--- config.mk ---
export PLATFORM = sky130hd
export DESIGN_NAME = qbp_ports
export DESIGN_NICKNAME = d
export VERILOG_FILES = /design/src/logic/qbp_pkg.sv /design/src/logic/qbp_sync2.sv /design/src/logic/qbp_mcycle.sv /design/src/logic/qbp_ports.sv
export SDC_FILE = /design/constraint.sdc
export NUM_CORES = 1
export LEC_CHECK = 0
export BUFFER_PORTS_ARGS = -buffer_cell sky130_fd_sc_hd__buf_2
export CAP_MARGIN = 20
export CORE_ASPECT_RATIO = 1.25
export CORE_MARGIN = 1.5
export CORE_UTILIZATION = 55
export CTS_CLUSTER_SIZE = 40
export DETAILED_ROUTE_END_ITERATION = 10
export GPL_TIMING_DRIVEN = 0
export PLACE_DENSITY = 0.85
export SLEW_MARGIN = 20
export SYNTH_ARGS = -nofsm -noshare
export SYNTH_HDL_FRONTEND = slang
export SYNTH_SLANG_ARGS = --single-unit
--- constraint.sdc ---
create_clock -name clk_in -period 2.55 [get_ports clk_in]
set_input_delay 0.255 -clock clk_in [delete_from_list [all_inputs] [get_ports clk_in]]
set_output_delay 0.255 -clock clk_in [all_outputs]
set_load 0.05 [all_outputs]
--- src/logic/qbp_pkg.sv ---
// shared constants and types of the parallel port block
// assumes a single clock domain; each tick of clk_in is one clock phase, or 32 ticks while slow-down is set
package qbp_pkg;
  // register byte offsets on the APB bus
  localparam logic [7:0] LATCH_BASE = 8'h00;
  localparam logic [7:0] PIN_BASE = 8'h20;
  localparam logic [7:0] ANA_MASK_OFS = 8'h40;
  localparam logic [7:0] SYS_CFG_OFS = 8'h44;
  localparam logic [7:0] CONV_CTRL0_OFS = 8'hd8;
  // port geometry
  localparam int NUM_PORTS = 6;
  localparam int NUM_PINS = 46;
  localparam logic [2:0] LAST_PORT = 3'h5;
  localparam logic [7:0] P5_MASK = 8'h3f;
  // reset values
  localparam logic [7:0] LATCH_RST = 8'hff;
  localparam logic [7:0] ANA_MASK_RST = 8'hff;
  localparam logic [7:0] CONV_CTRL0_RST = 8'h00;
  localparam logic [2:0] SYS_CFG_RST = 3'h0;
  // field positions
  localparam int CLK_EN_BIT = 6;
  localparam logic [7:0] CONV_CTRL0_USED = 8'h40;
  localparam int REGISTER_MAP_SELECT_BIT = 0;
  localparam int LCD_EN_BIT = 1;
  localparam int SLOW_BIT = 2;
  // pin indices in the flat 46-bit pin vectors
  localparam int P1_BASE = 8;
  localparam int P2_BASE = 16;
  localparam int P3_BASE = 24;
  localparam int P4_BASE = 32;
  localparam int P5_BASE = 40;
  localparam int SYSTEM_CLOCK_PIN_PIN = P1_BASE + 6;
  localparam int TXD_PIN = P3_BASE + 1;
  localparam int COL31_PIN = P3_BASE + 4;
  localparam int COL30_PIN = P3_BASE + 5;
  localparam int WR_PIN = P3_BASE + 6;
  localparam int RD_PIN = P3_BASE + 7;
  // timing
  localparam logic [4:0] SLOW_DIV_M1 = 5'h1f;

  // machine-cycle states, each lasting two phases
  typedef enum logic [5:0] {
    ST_S1 = 6'b000001,
    ST_S2 = 6'b000010,
    ST_S3 = 6'b000100,
    ST_S4 = 6'b001000,
    ST_S5 = 6'b010000,
    ST_S6 = 6'b100000
  } qbp_state_t;

  // external memory bus request from the core
  typedef struct packed {
    logic active;
    logic wide;
    logic p0_drive;
    logic [7:0] addr_hi;
    logic [7:0] p0_data;
  } qbp_xmem_t;
endpackage : qbp_pkg

--- src/logic/qbp_sync2.sv ---
// two-stage synchroniser for the pad inputs
// assumes nothing of the input timing
`timescale 1ns/1ps
module qbp_sync2 #(
  parameter int W = 46
) (
  // clock and reset
  input wire logic clk_in,
  input wire logic nrst_in,
  // asynchronous level and its synchronised copy
  input wire logic [W-1:0] async_in,
  output logic [W-1:0] sync_out
);
  logic [W-1:0] meta_r;

  always_ff @(posedge clk_in or negedge nrst_in) begin
    if (!nrst_in) begin
      meta_r <= '0;
      sync_out <= '0;
    end else begin
      meta_r <= async_in;
      sync_out <= meta_r;
    end
  end
endmodule : qbp_sync2

--- src/logic/qbp_mcycle.sv ---
// machine-cycle sequencer and system clock level
// assumes clk_in is the phase clock; slow_in comes from the same domain
`timescale 1ns/1ps
module qbp_mcycle
  import qbp_pkg::*;
(
  // clock and reset
  input wire logic clk_in,
  input wire logic nrst_in,
  // control
  input wire logic slow_in,
  // sequence state
  output qbp_state_t state_out,
  output logic phase2_out,
  output logic sysclk_out
);
  logic [4:0] pre_r;
  logic tick;
  qbp_state_t succ;
  qbp_state_t st_nxt;

  assign tick = !slow_in || (pre_r == SLOW_DIV_M1);
  assign st_nxt = phase2_out ? succ : state_out;

  always_comb begin
    case (state_out)
      ST_S1: succ = ST_S2;
      ST_S2: succ = ST_S3;
      ST_S3: succ = ST_S4;
      ST_S4: succ = ST_S5;
      ST_S5: succ = ST_S6;
      ST_S6: succ = ST_S1;
      default: succ = ST_S1;
    endcase
  end

  always_ff @(posedge clk_in or negedge nrst_in) begin
    if (!nrst_in) begin
      pre_r <= 5'h00;
      state_out <= ST_S1;
      phase2_out <= 1'b0;
      sysclk_out <= 1'b0;
    end else begin
      pre_r <= tick ? 5'h00 : pre_r + 5'h01;
      if (tick) begin
        phase2_out <= !phase2_out;
        state_out <= st_nxt;
        sysclk_out <= (st_nxt == ST_S3);
      end
    end
  end
endmodule : qbp_mcycle

--- src/logic/qbp_ports.sv ---
// parallel port block: latches, pin drivers, clock output, APB registers
// assumes the core drives its strobes and bus requests on clk_in
//
// What this block does
// - clock-out enable bit 6 of converter control puts osc/12 on P1.6.
// - clock reaches the pin only while the P1.6 latch holds one.
// - clock high in state 3 both phases, low otherwise, duty 1:6.
// - during external moves the high pulse falls in last strobed state 3.
// - slow-down divides the system clock output by a further 32.
// - reserved converter control bits read undefined; software ignores them.
// - 46 lines: five 8-bit ports, one 6-bit; latch, driver, input each.
// - every port is read and written at its own register address.
// - latch is a D flip-flop: write strobe loads, read-latch returns it.
// - read-pin returns the actual pin level; instructions pick a path.
// - ports 1-5 quasi-bidirectional with pull-ups; port 0 open drain.
// - port 0 latch one turns both drivers off; pin floats.
// - port 0 pull-up only while driving ones in external cycles.
// - external cycles: port 0 carries low address multiplexed with data.
// - port 2 drives high address in wide accesses, else its latch.
// - port 1 digital after reset; mask bit zero makes pin analog.
// - analog mask reachable only while register map select is set.
// - port 1 alternates: analog, interrupts, capture, timer 2, clock out.
// - port 3 alternates: serial, interrupts, timer inputs, write/read.
// - LCD columns 16-29 on ports 4-5; 30 on P3.5, 31 on P3.4.
// - reset sets every port latch to one.
`timescale 1ns/1ps
module qbp_ports
  import qbp_pkg::*;
(
  // clock and reset
  input wire logic clk_in,
  input wire logic nrst_in,
  // APB slave
  input wire logic psel_in,
  input wire logic penable_in,
  input wire logic pwrite_in,
  input wire logic [7:0] paddr_in,
  input wire logic [31:0] pwdata_in,
  output logic [31:0] prdata_out,
  output logic pready_out,
  output logic pslverr_out,
  // core side: external bus, strobes and alternate outputs
  input wire qbp_xmem_t xmem_in,
  input wire logic rd_strobe_n_in,
  input wire logic wr_strobe_n_in,
  input wire logic txd_in,
  input wire logic [15:0] lcd_col_in,
  // core side: alternate inputs and status
  output logic [NUM_PINS-1:0] pin_level_out,
  output logic [7:0] analog_sel_out,
  output qbp_state_t mstate_out,
  // pads
  input wire logic [NUM_PINS-1:0] pin_in,
  output logic [NUM_PINS-1:0] pin_out,
  output logic [NUM_PINS-1:0] pin_oe_out,
  output logic [7:0] p0_pullup_en_out
);
  // register file
  logic [7:0] latch_r [NUM_PORTS];
  logic [7:0] ana_mask_r;
  logic [7:0] conv_ctrl_r;
  logic [2:0] sys_cfg_r;
  logic [NUM_PINS-1:0] pin_out_nxt;
  logic [NUM_PINS-1:0] pin_oe_nxt;
  logic [7:0] pullup_nxt;
  logic [31:0] rdata_nxt;
  logic err_nxt;

  // sequencer and synchronised pads
  qbp_state_t state;
  logic sysclk;
  logic [NUM_PINS-1:0] pin_sync;

  qbp_mcycle u_mcycle (
    .clk_in(clk_in),
    .nrst_in(nrst_in),
    .slow_in(sys_cfg_r[SLOW_BIT]),
    .state_out(state),
    .phase2_out(),
    .sysclk_out(sysclk)
  );

  qbp_sync2 #(.W(NUM_PINS)) u_sync (
    .clk_in(clk_in),
    .nrst_in(nrst_in),
    .async_in(pin_in),
    .sync_out(pin_sync)
  );

  // address decode helpers
  function automatic logic [2:0] port_sel(input logic [7:0] a);
    port_sel = a[4:2];
  endfunction : port_sel

  function automatic logic port_ok(input logic [7:0] a, input logic [7:0] base);
    port_ok = (a[7:5] == base[7:5]) && (a[1:0] == 2'b00) && (port_sel(a) <= LAST_PORT);
  endfunction : port_ok

  // APB phases: one wait state, so prdata and pready come from flops
  wire access = psel_in && penable_in;
  wire take = access && !pready_out;
  wire commit = access && pready_out;
  wire wr_commit = commit && pwrite_in;
  wire [2:0] sel = port_sel(paddr_in);
  wire hit_latch = port_ok(paddr_in, LATCH_BASE);
  wire hit_pin = port_ok(paddr_in, PIN_BASE);
  wire hit_ana = (paddr_in == ANA_MASK_OFS);
  wire hit_cfg = (paddr_in == SYS_CFG_OFS);
  wire hit_conv = (paddr_in == CONV_CTRL0_OFS);
  wire register_map_select = sys_cfg_r[REGISTER_MAP_SELECT_BIT];
  wire ana_ok = hit_ana && register_map_select;
  wire wr_latch = wr_commit && hit_latch;
  wire wr_ana = wr_commit && ana_ok;
  wire wr_cfg = wr_commit && hit_cfg;
  wire wr_conv = wr_commit && hit_conv;

  // flat views of latches and synchronised pins
  wire [NUM_PINS-1:0] latch_flat = {latch_r[5][5:0], latch_r[4], latch_r[3],
                                    latch_r[2], latch_r[1], latch_r[0]};
  wire [7:0] sel_mask = (sel == LAST_PORT) ? P5_MASK : 8'hff;
  wire [47:0] pin_pad = {2'b00, pin_sync};
  wire [7:0] pin_byte = pin_pad[{sel, 3'b000} +: 8];

  // read mux; unmapped, or mask hidden by the map select, answers with an error
  always_comb begin
    rdata_nxt = 32'h0000_0000;
    err_nxt = 1'b0;
    if (hit_latch) begin
      rdata_nxt[7:0] = latch_r[sel] & sel_mask;
    end else if (hit_pin) begin
      rdata_nxt[7:0] = pin_byte & sel_mask;
    end else if (ana_ok) begin
      rdata_nxt[7:0] = ana_mask_r;
    end else if (hit_cfg) begin
      rdata_nxt[2:0] = sys_cfg_r;
    end else if (hit_conv) begin
      // reserved bits are not held; zero is one legal undefined value
      rdata_nxt[7:0] = conv_ctrl_r;
    end else begin
      err_nxt = 1'b1;
    end
  end

  // APB answer
  always_ff @(posedge clk_in or negedge nrst_in) begin
    if (!nrst_in) begin
      pready_out <= 1'b0;
      prdata_out <= 32'h0000_0000;
      pslverr_out <= 1'b0;
    end else begin
      pready_out <= take;
      if (take) begin
        prdata_out <= pwrite_in ? 32'h0000_0000 : rdata_nxt;
        pslverr_out <= err_nxt;
      end else begin
        pslverr_out <= 1'b0;
      end
    end
  end

  // port latches; the P0/P2 latches keep their value while the bus borrows the pins
  always_ff @(posedge clk_in or negedge nrst_in) begin
    if (!nrst_in) begin
      for (int i = 0; i < NUM_PORTS; i++) begin
        latch_r[i] <= LATCH_RST;
      end
    end else if (wr_latch) begin
      latch_r[sel] <= pwdata_in[7:0] & sel_mask;
    end
  end

  // control registers
  always_ff @(posedge clk_in or negedge nrst_in) begin
    if (!nrst_in) begin
      ana_mask_r <= ANA_MASK_RST;
      conv_ctrl_r <= CONV_CTRL0_RST;
      sys_cfg_r <= SYS_CFG_RST;
    end else begin
      if (wr_ana) begin
        ana_mask_r <= pwdata_in[7:0];
      end
      if (wr_conv) begin
        conv_ctrl_r <= pwdata_in[7:0] & CONV_CTRL0_USED;
      end
      if (wr_cfg) begin
        sys_cfg_r <= pwdata_in[2:0];
      end
    end
  end

  // alternate output values; an idle alternate sits at one and leaves the latch in charge
  wire clk_en = conv_ctrl_r[CLK_EN_BIT];
  wire lcd_en = sys_cfg_r[LCD_EN_BIT];
  // sysclk comes from the same state sequence as the core's read/write
  // strobes, so the pulse lines up with their last state 3
  wire clk_alt = clk_en ? sysclk : 1'b1;
  wire col31 = lcd_en ? lcd_col_in[15] : 1'b1;
  wire col30 = lcd_en ? lcd_col_in[14] : 1'b1;
  wire [13:0] cols_p45 = lcd_en ? lcd_col_in[13:0] : 14'h3fff;

  logic [NUM_PINS-1:0] alt;
  always_comb begin
    alt = '1;
    alt[SYSTEM_CLOCK_PIN_PIN] = clk_alt;
    alt[TXD_PIN] = txd_in;
    alt[WR_PIN] = wr_strobe_n_in;
    alt[RD_PIN] = rd_strobe_n_in;
    alt[COL31_PIN] = col31;
    alt[COL30_PIN] = col30;
    alt[NUM_PINS-1:P4_BASE] = cols_p45;
  end

  // latch zero forces the pin low whatever the alternate says
  wire [NUM_PINS-1:0] drive_val = latch_flat & alt;

  // pad drivers
  wire xmem_p0 = xmem_in.active && xmem_in.p0_drive;
  wire xmem_p2 = xmem_in.active && xmem_in.wide;
  always_comb begin
    // quasi pins: oe only while pulling low, weak pull-up outside holds ones
    pin_out_nxt = drive_val;
    pin_oe_nxt = ~drive_val;
    pullup_nxt = 8'h00;
    // analog pins: every driver off
    for (int i = 0; i < 8; i++) begin
      if (!ana_mask_r[i]) begin
        pin_oe_nxt[P1_BASE + i] = 1'b0;
      end
    end
    // port 0: open drain in I/O use, latch one floats the pin
    pin_oe_nxt[7:0] = ~latch_flat[7:0];
    pin_out_nxt[7:0] = 8'h00;
    if (xmem_p0) begin
      // address low byte then data, as sequenced by the core
      pin_out_nxt[7:0] = xmem_in.p0_data;
      pin_oe_nxt[7:0] = 8'hff;
      pullup_nxt = xmem_in.p0_data;
    end
    if (xmem_p2) begin
      pin_out_nxt[P3_BASE-1:P2_BASE] = xmem_in.addr_hi;
      pin_oe_nxt[P3_BASE-1:P2_BASE] = 8'hff;
    end
  end

  // every pad and core output leaves from a flop
  always_ff @(posedge clk_in or negedge nrst_in) begin
    if (!nrst_in) begin
      pin_out <= '1;
      pin_oe_out <= '0;
      p0_pullup_en_out <= 8'h00;
      pin_level_out <= '0;
      analog_sel_out <= 8'h00;
      mstate_out <= ST_S1;
    end else begin
      pin_out <= pin_out_nxt;
      pin_oe_out <= pin_oe_nxt;
      p0_pullup_en_out <= pullup_nxt;
      pin_level_out <= pin_sync;
      analog_sel_out <= ~ana_mask_r;
      mstate_out <= state;
    end
  end

endmodule : qbp_ports

# After elaboration in Yosys (flattened, before gate mapping)
# Index checks and enable logic that the tools add are counted.
# classes
n_eq_ne,12
n_bitwise,8
add_sub_neg,1
n_reduce_logical,22
muxes,39
order_cmp,3
shifts,1
# ops
op,n
two-way mux 8 bit,12
bitwise mux 48 bit,1
indexed part select 48 x 7 -> 8 bit,1
bitwise AND 46 bit,1
NOT 46 bit,1
case mux 6 bit (5 select lines),1
bitwise AND 8 bit,3
binary-select mux 8 bit (select 3 bit),1
demux 8 bit (select 3 bit),1
two-way mux 1 bit,17
"== test 8 x 7 -> 1 bit, second input constant",2
logical AND 1 bit,16
NOT 8 bit,2
two-way mux 14 bit,1
"== test 6 x 3 -> 1 bit, second input constant",2
two-way mux 5 bit,2
"== test 8 bit, second input constant",1
two-way mux 7 bit,1
"== test 6 x 1 -> 1 bit, second input constant",1
"== test 6 x 2 -> 1 bit, second input constant",1
"== test 6 x 4 -> 1 bit, second input constant",1
"== test 6 x 5 -> 1 bit, second input constant",1
two-way mux 6 bit,1
"adder 5 x 1 -> 5 bit, second input constant",1
other kinds (12),14
# totals
regBits,359
out_inout_bits,194

# Longest topological paths before layout
# depth
ltp_word,7
ltp_mapped,8
ltp_nobuf,8

# By module
# Synthesis repeated with hierarchy kept, for this count alone.
# unflattened
cells_unflattened,748
hier_area_um2,11367.2
# modules_own_cells
mod,area_each_um2,seq_area_each_um2,instances,cells_each
qbp_ports,8400.6,5831.8,1,594
qbp_sync2,2302.2,2302.2,1,92
qbp_mcycle,664.4,326.6,1,62

# Least setup slack after synthesis
# OpenSTA, ideal clock, no wires.
# synth_path
path_kind,register to register
from,register pready_out
to,"register latch_r, in the netlist latch_flat[40]"
arrival_time_ns,1.711
period_less_slack_ns,1.793
setup_slack_ns,0.757
path_buffers,0
stages_incl_launch_ff,4
setup_time_ns,0.082
cell_sequence,dfrtp_1 -> nand4_1 -> nor4_4 -> mux2_2
# synth_between
elab_chain_cells,3
# synth_rtl
item,line_no,rtl
from (decl),qbp_ports.sv:40,"output logic pready_out,"
from (signal assigned),qbp_ports.sv:151,pready_out <= take;
logical AND 1 bit,qbp_ports.sv:102,wire commit = access && pready_out;
logical AND 1 bit,qbp_ports.sv:103,wire wr_commit = commit && pwrite_in;
logical AND 1 bit,qbp_ports.sv:112,wire wr_latch = wr_commit && hit_latch;
"to (signal, indexed assignment)",qbp_ports.sv:168,latch_r[sel] <= pwdata_in[7:0] & sel_mask;
to (decl),qbp_ports.sv:59,logic [7:0] latch_r [NUM_PORTS];
# No other way between the ends.
# A chain may end at the register's enable or synchronous reset.

# Final worst setup path
# layout_path
from,register pready_out
to,register ana_mask_r[6]
# layout_between
elab_chain_cells,3
# layout_rtl
item,line_no,rtl
logical AND 1 bit,qbp_ports.sv:102,
logical AND 1 bit,qbp_ports.sv:103,
logical AND 1 bit,qbp_ports.sv:113,wire wr_ana = wr_commit && ana_ok;
to (signal assigned),qbp_ports.sv:180,ana_mask_r <= pwdata_in[7:0];
to (decl),qbp_ports.sv:60,logic [7:0] ana_mask_r;
# No other way between the ends.

==> summary.txt <==
Synth
  • Ys flop type: dfrtp_1
  • Mapped Area: 11300 sq um
  • Yosys reg bits: 333
  • Register area share after synthesis: 0.749
  • Yosys cell types: 48
  • Avg Inst Size Synth: 14.5 sq um
  • Post-Synthesis Cells: 778
  • Synth Warn #: 0
  • Top cells by area, synth: dfrtp_1 (51%), dfstp_2 (24%), mux2_2 (4.3%), mux2i_1 (2.9%), o21ai_0 (2.9%)
  • Post-synth top area cell: dfrtp_1
  • Share of async-settable or async-resettable flops after synthesis: 1.00
  • Post-synth top area share: 0.512
  • Number of flops mapped to enable cells by yosys: 0

Place
  • Placed cells: 1345
  • Post-place setup slack: 0.356 ns
  • GP Congestion: 0.886
  • Port Buffers: 271
  • Post-DP HPWL: 19000 microns
  • Post-DP Area: 13200 sq um

Global routing
  • Vias in the first global route: 8290
  • First-pass GRT wire length: 45900 microns
  • Pin count of the biggest net entering global routing: 100
  • Tot GR Track Use: 0.279
  • Initial antenna violation count: 4
  • Congestion Overflow GR: 0

Power
  • Sw Ratio: 0.245
  • Clk pwr share: 0.398
  • Internal power: 8540 uW
  • Leakage Power: 0.00717 uW
  • Peak supply drop: 0.669 mV
  • Combinational power share: 0.106
  • Switch Pwr: 2780 uW
  • Sequential share of power: 0.496
  • Pwr dens: 756 nW/um^2

Critical path
  • Worst EP required: 3.00 ns
  • CP Max Fanout: 10
  • CP Launch Type: register
  • CP Capture Type: register
  • Worst Path Arrival: 2.50 ns
  • WS Path Type: register to register

Min path
  • Hold Path Class: primary input to register

Floorplanning
  • Initial Util: 0.562
  • Area of the core: 20100 sq um
  • Die height: 163 microns
  • I/O pins: 323
  • Die Span X: 131 microns
  • Std cell rows: 58
  • Die ar.: 21400 sq um

Timing
  • RSZ-0062 raised after global routing: no
  • Final worst path period need: 2.04 ns
  • Setup violations, final: 0
  • Fmax: 490 MHz
  • Least-Margin Pin Slew: 0.648 ns
  • Final period utilization: 0.801
  • Final Hold Vio Count: 0
  • Final WS setup: 0.508 ns
  • Slew HR: 0.568
  • Setup Skew: 0.00902 ns
  • Count of pins over their slew limit: 0

Layout
  • Share of cells above drive strength 1: 0.419
  • Commonest non-fill, non-tap cells in the layout: buf_2 (277), dfrtp_1 (231), dfstp_2 (102)
  • Post-route cell area: 15000 sq um
  • Commonest non-fill, non-tap cell in the layout: buf_2
  • Layout area overhead: 32.5%
  • Util after Layout: 0.744
  • Final std cells w/o fill: 1482
  • Final nets: 1318

Job
  • Max cap viols: 0

Route
  • Via count: 7677
  • Vias/cell: 5.18
  • Final Routed Wirelength: 29700 microns
  • DRC viols: 0
  • Starting DRT DRC Count: 369
  • Routed wire per std cell: 20.1 microns
  • Final ANT Viol Nets: 0
  • Pre-antenna DRT Iters: 4

Clock network
  • H-tree depth: 1
  • Hold-fix buffers, CTS: 81
  • CTS sink count: 333
  • Worst-path clk slew: 0.06 ns
  • CTS tree: done
  • Worst skew pair latency: 0.54 ns
  • Post-CTS Resized: 0
  • CTS buffer count: 29
  • Clock Tree Buf Depth: 3
  • Clk root buf: clkbuf_16
  • Post-CTS Setup Bufs: 0

Run status
  • Outcome: finished clean
cell type report:
type | count | area, sq um
Antenna cell | 3 | 7.51
Multi-Input combinational cell | 388 | 2510
Buffer | 44 | 275
Clock buffer | 46 | 840
Fill cell | 1251 | 5140
Inverter | 36 | 135
Tap cell | 270 | 338
Sequential cell | 333 | 8460
Timing Repair Buffer | 355 | 2260
Clock inverter | 7 | 138
worst paths after layout:
check / end / from / slack (ns) / depth (start not counted)
setup / recovery: ana_mask_r[6]$_DFFE_PN1P_ / pready_out$_DFF_PN0_ / 0.51 / 6
hold / removal: ana_mask_r[1]$_DFFE_PN1P_ / pwdata_in[1] / 0.01 / 3
setup reg to reg: ana_mask_r[6]$_DFFE_PN1P_ / pready_out$_DFF_PN0_ / 0.51 / 6
hold reg to reg: u_sync.sync_out[44]$_DFF_PN0_ / u_sync.meta_r[44]$_DFF_PN0_ / 0.35 / 0
max in group asynchronous: pin_out[10]$_DFF_PN1_ / nrst_in / 1.10 / 4
min in group asynchronous: pin_oe_out[36]$_DFF_PN0_ / nrst_in / 0.23 / 2
cells in the mapped netlist, drive strengths merged, types with 2 or more instances:
cell,number
dfrtp,231
dfstp,102
nand2,80
o21ai,65
mux2,43
inv,36
buf,33
mux2i,33
nor2,30
nand3,14
and3,13
clkbuf,11
a21oi,10
o22ai,9
nor3,8
a211oi,5
nand2b,5
nand4,5
mux4,4
a31oi,3
a32oi,3
and2,3
nand3b,3
nor2b,3
nor4,3
o22a,3
ha,2
or3,2
xor2,2
logic make-up after synthesis:
logic type	share of synthesized area
DFF	0.749
and+or+nand+nor	0.0755
AOI/OAI and AO/OA	0.0542
muxes	0.0801
buffers and inverters	0.0363
xor gates and xnor gates	0.00233
adders and majority gates	0.00221
other	0.000332
metal layers:
metal | vias to the layer above | routed length [microns] | track usage
met4 | 2 | 1160 | 0.112
met3 | 76 | 2060 | 0.0602
met2 | 361 | 15800 | 0.520
met1 | 3843 | 10700 | 0.313
met5 | - | 13 | 0
li1 | 3395 | - | -
critical path, cell delays in order (launching register included):
cell,delay (ns)
dfrtp_1,0.38
and4_1,0.37
nand3_1,0.13
nor2_1,0.48
clkbuf_1,0.41
nand2_1,0.09
o21ai_0,0.08
sequential cells by signal (all words and copies together) (netlist names), 8 cells and up:
name              flops
analog_sel_out        8
ana_mask_r            8
pin_level_out        46
pin_oe_out           46
pin_out              46
p0_pullup_en_out      8
prdata_out            8
u_sync.sync_out      46
u_sync.meta_r        46
latch_flat           46
stage by stage:
step	hold WS, ns	total power, uW	setup TNS (ns)
after global routing	0.0158	11700	0
final	0.0119	11300	0
after floorplan	-0.0406	6360	0
after CTS	0.00117	11300	0
after global placement	0.331	6730	-1276.34
after detailed placement	0.191	6780	0
power groups by stage:
| stage | clock, uW | sequential [uW] | combinational, uW |
|---|---|---|---|
| after detailed placement | 0 | 5690 | 1080 |
| after floorplan | 0 | 5980 | 384 |
| final | 4500 | 5610 | 1200 |
| after global placement | 0 | 5680 | 1040 |
| after global routing | 4770 | 5620 | 1290 |
| after CTS | 4520 | 5610 | 1190 |
Note: power is estimated with default switching activity, not from simulation.
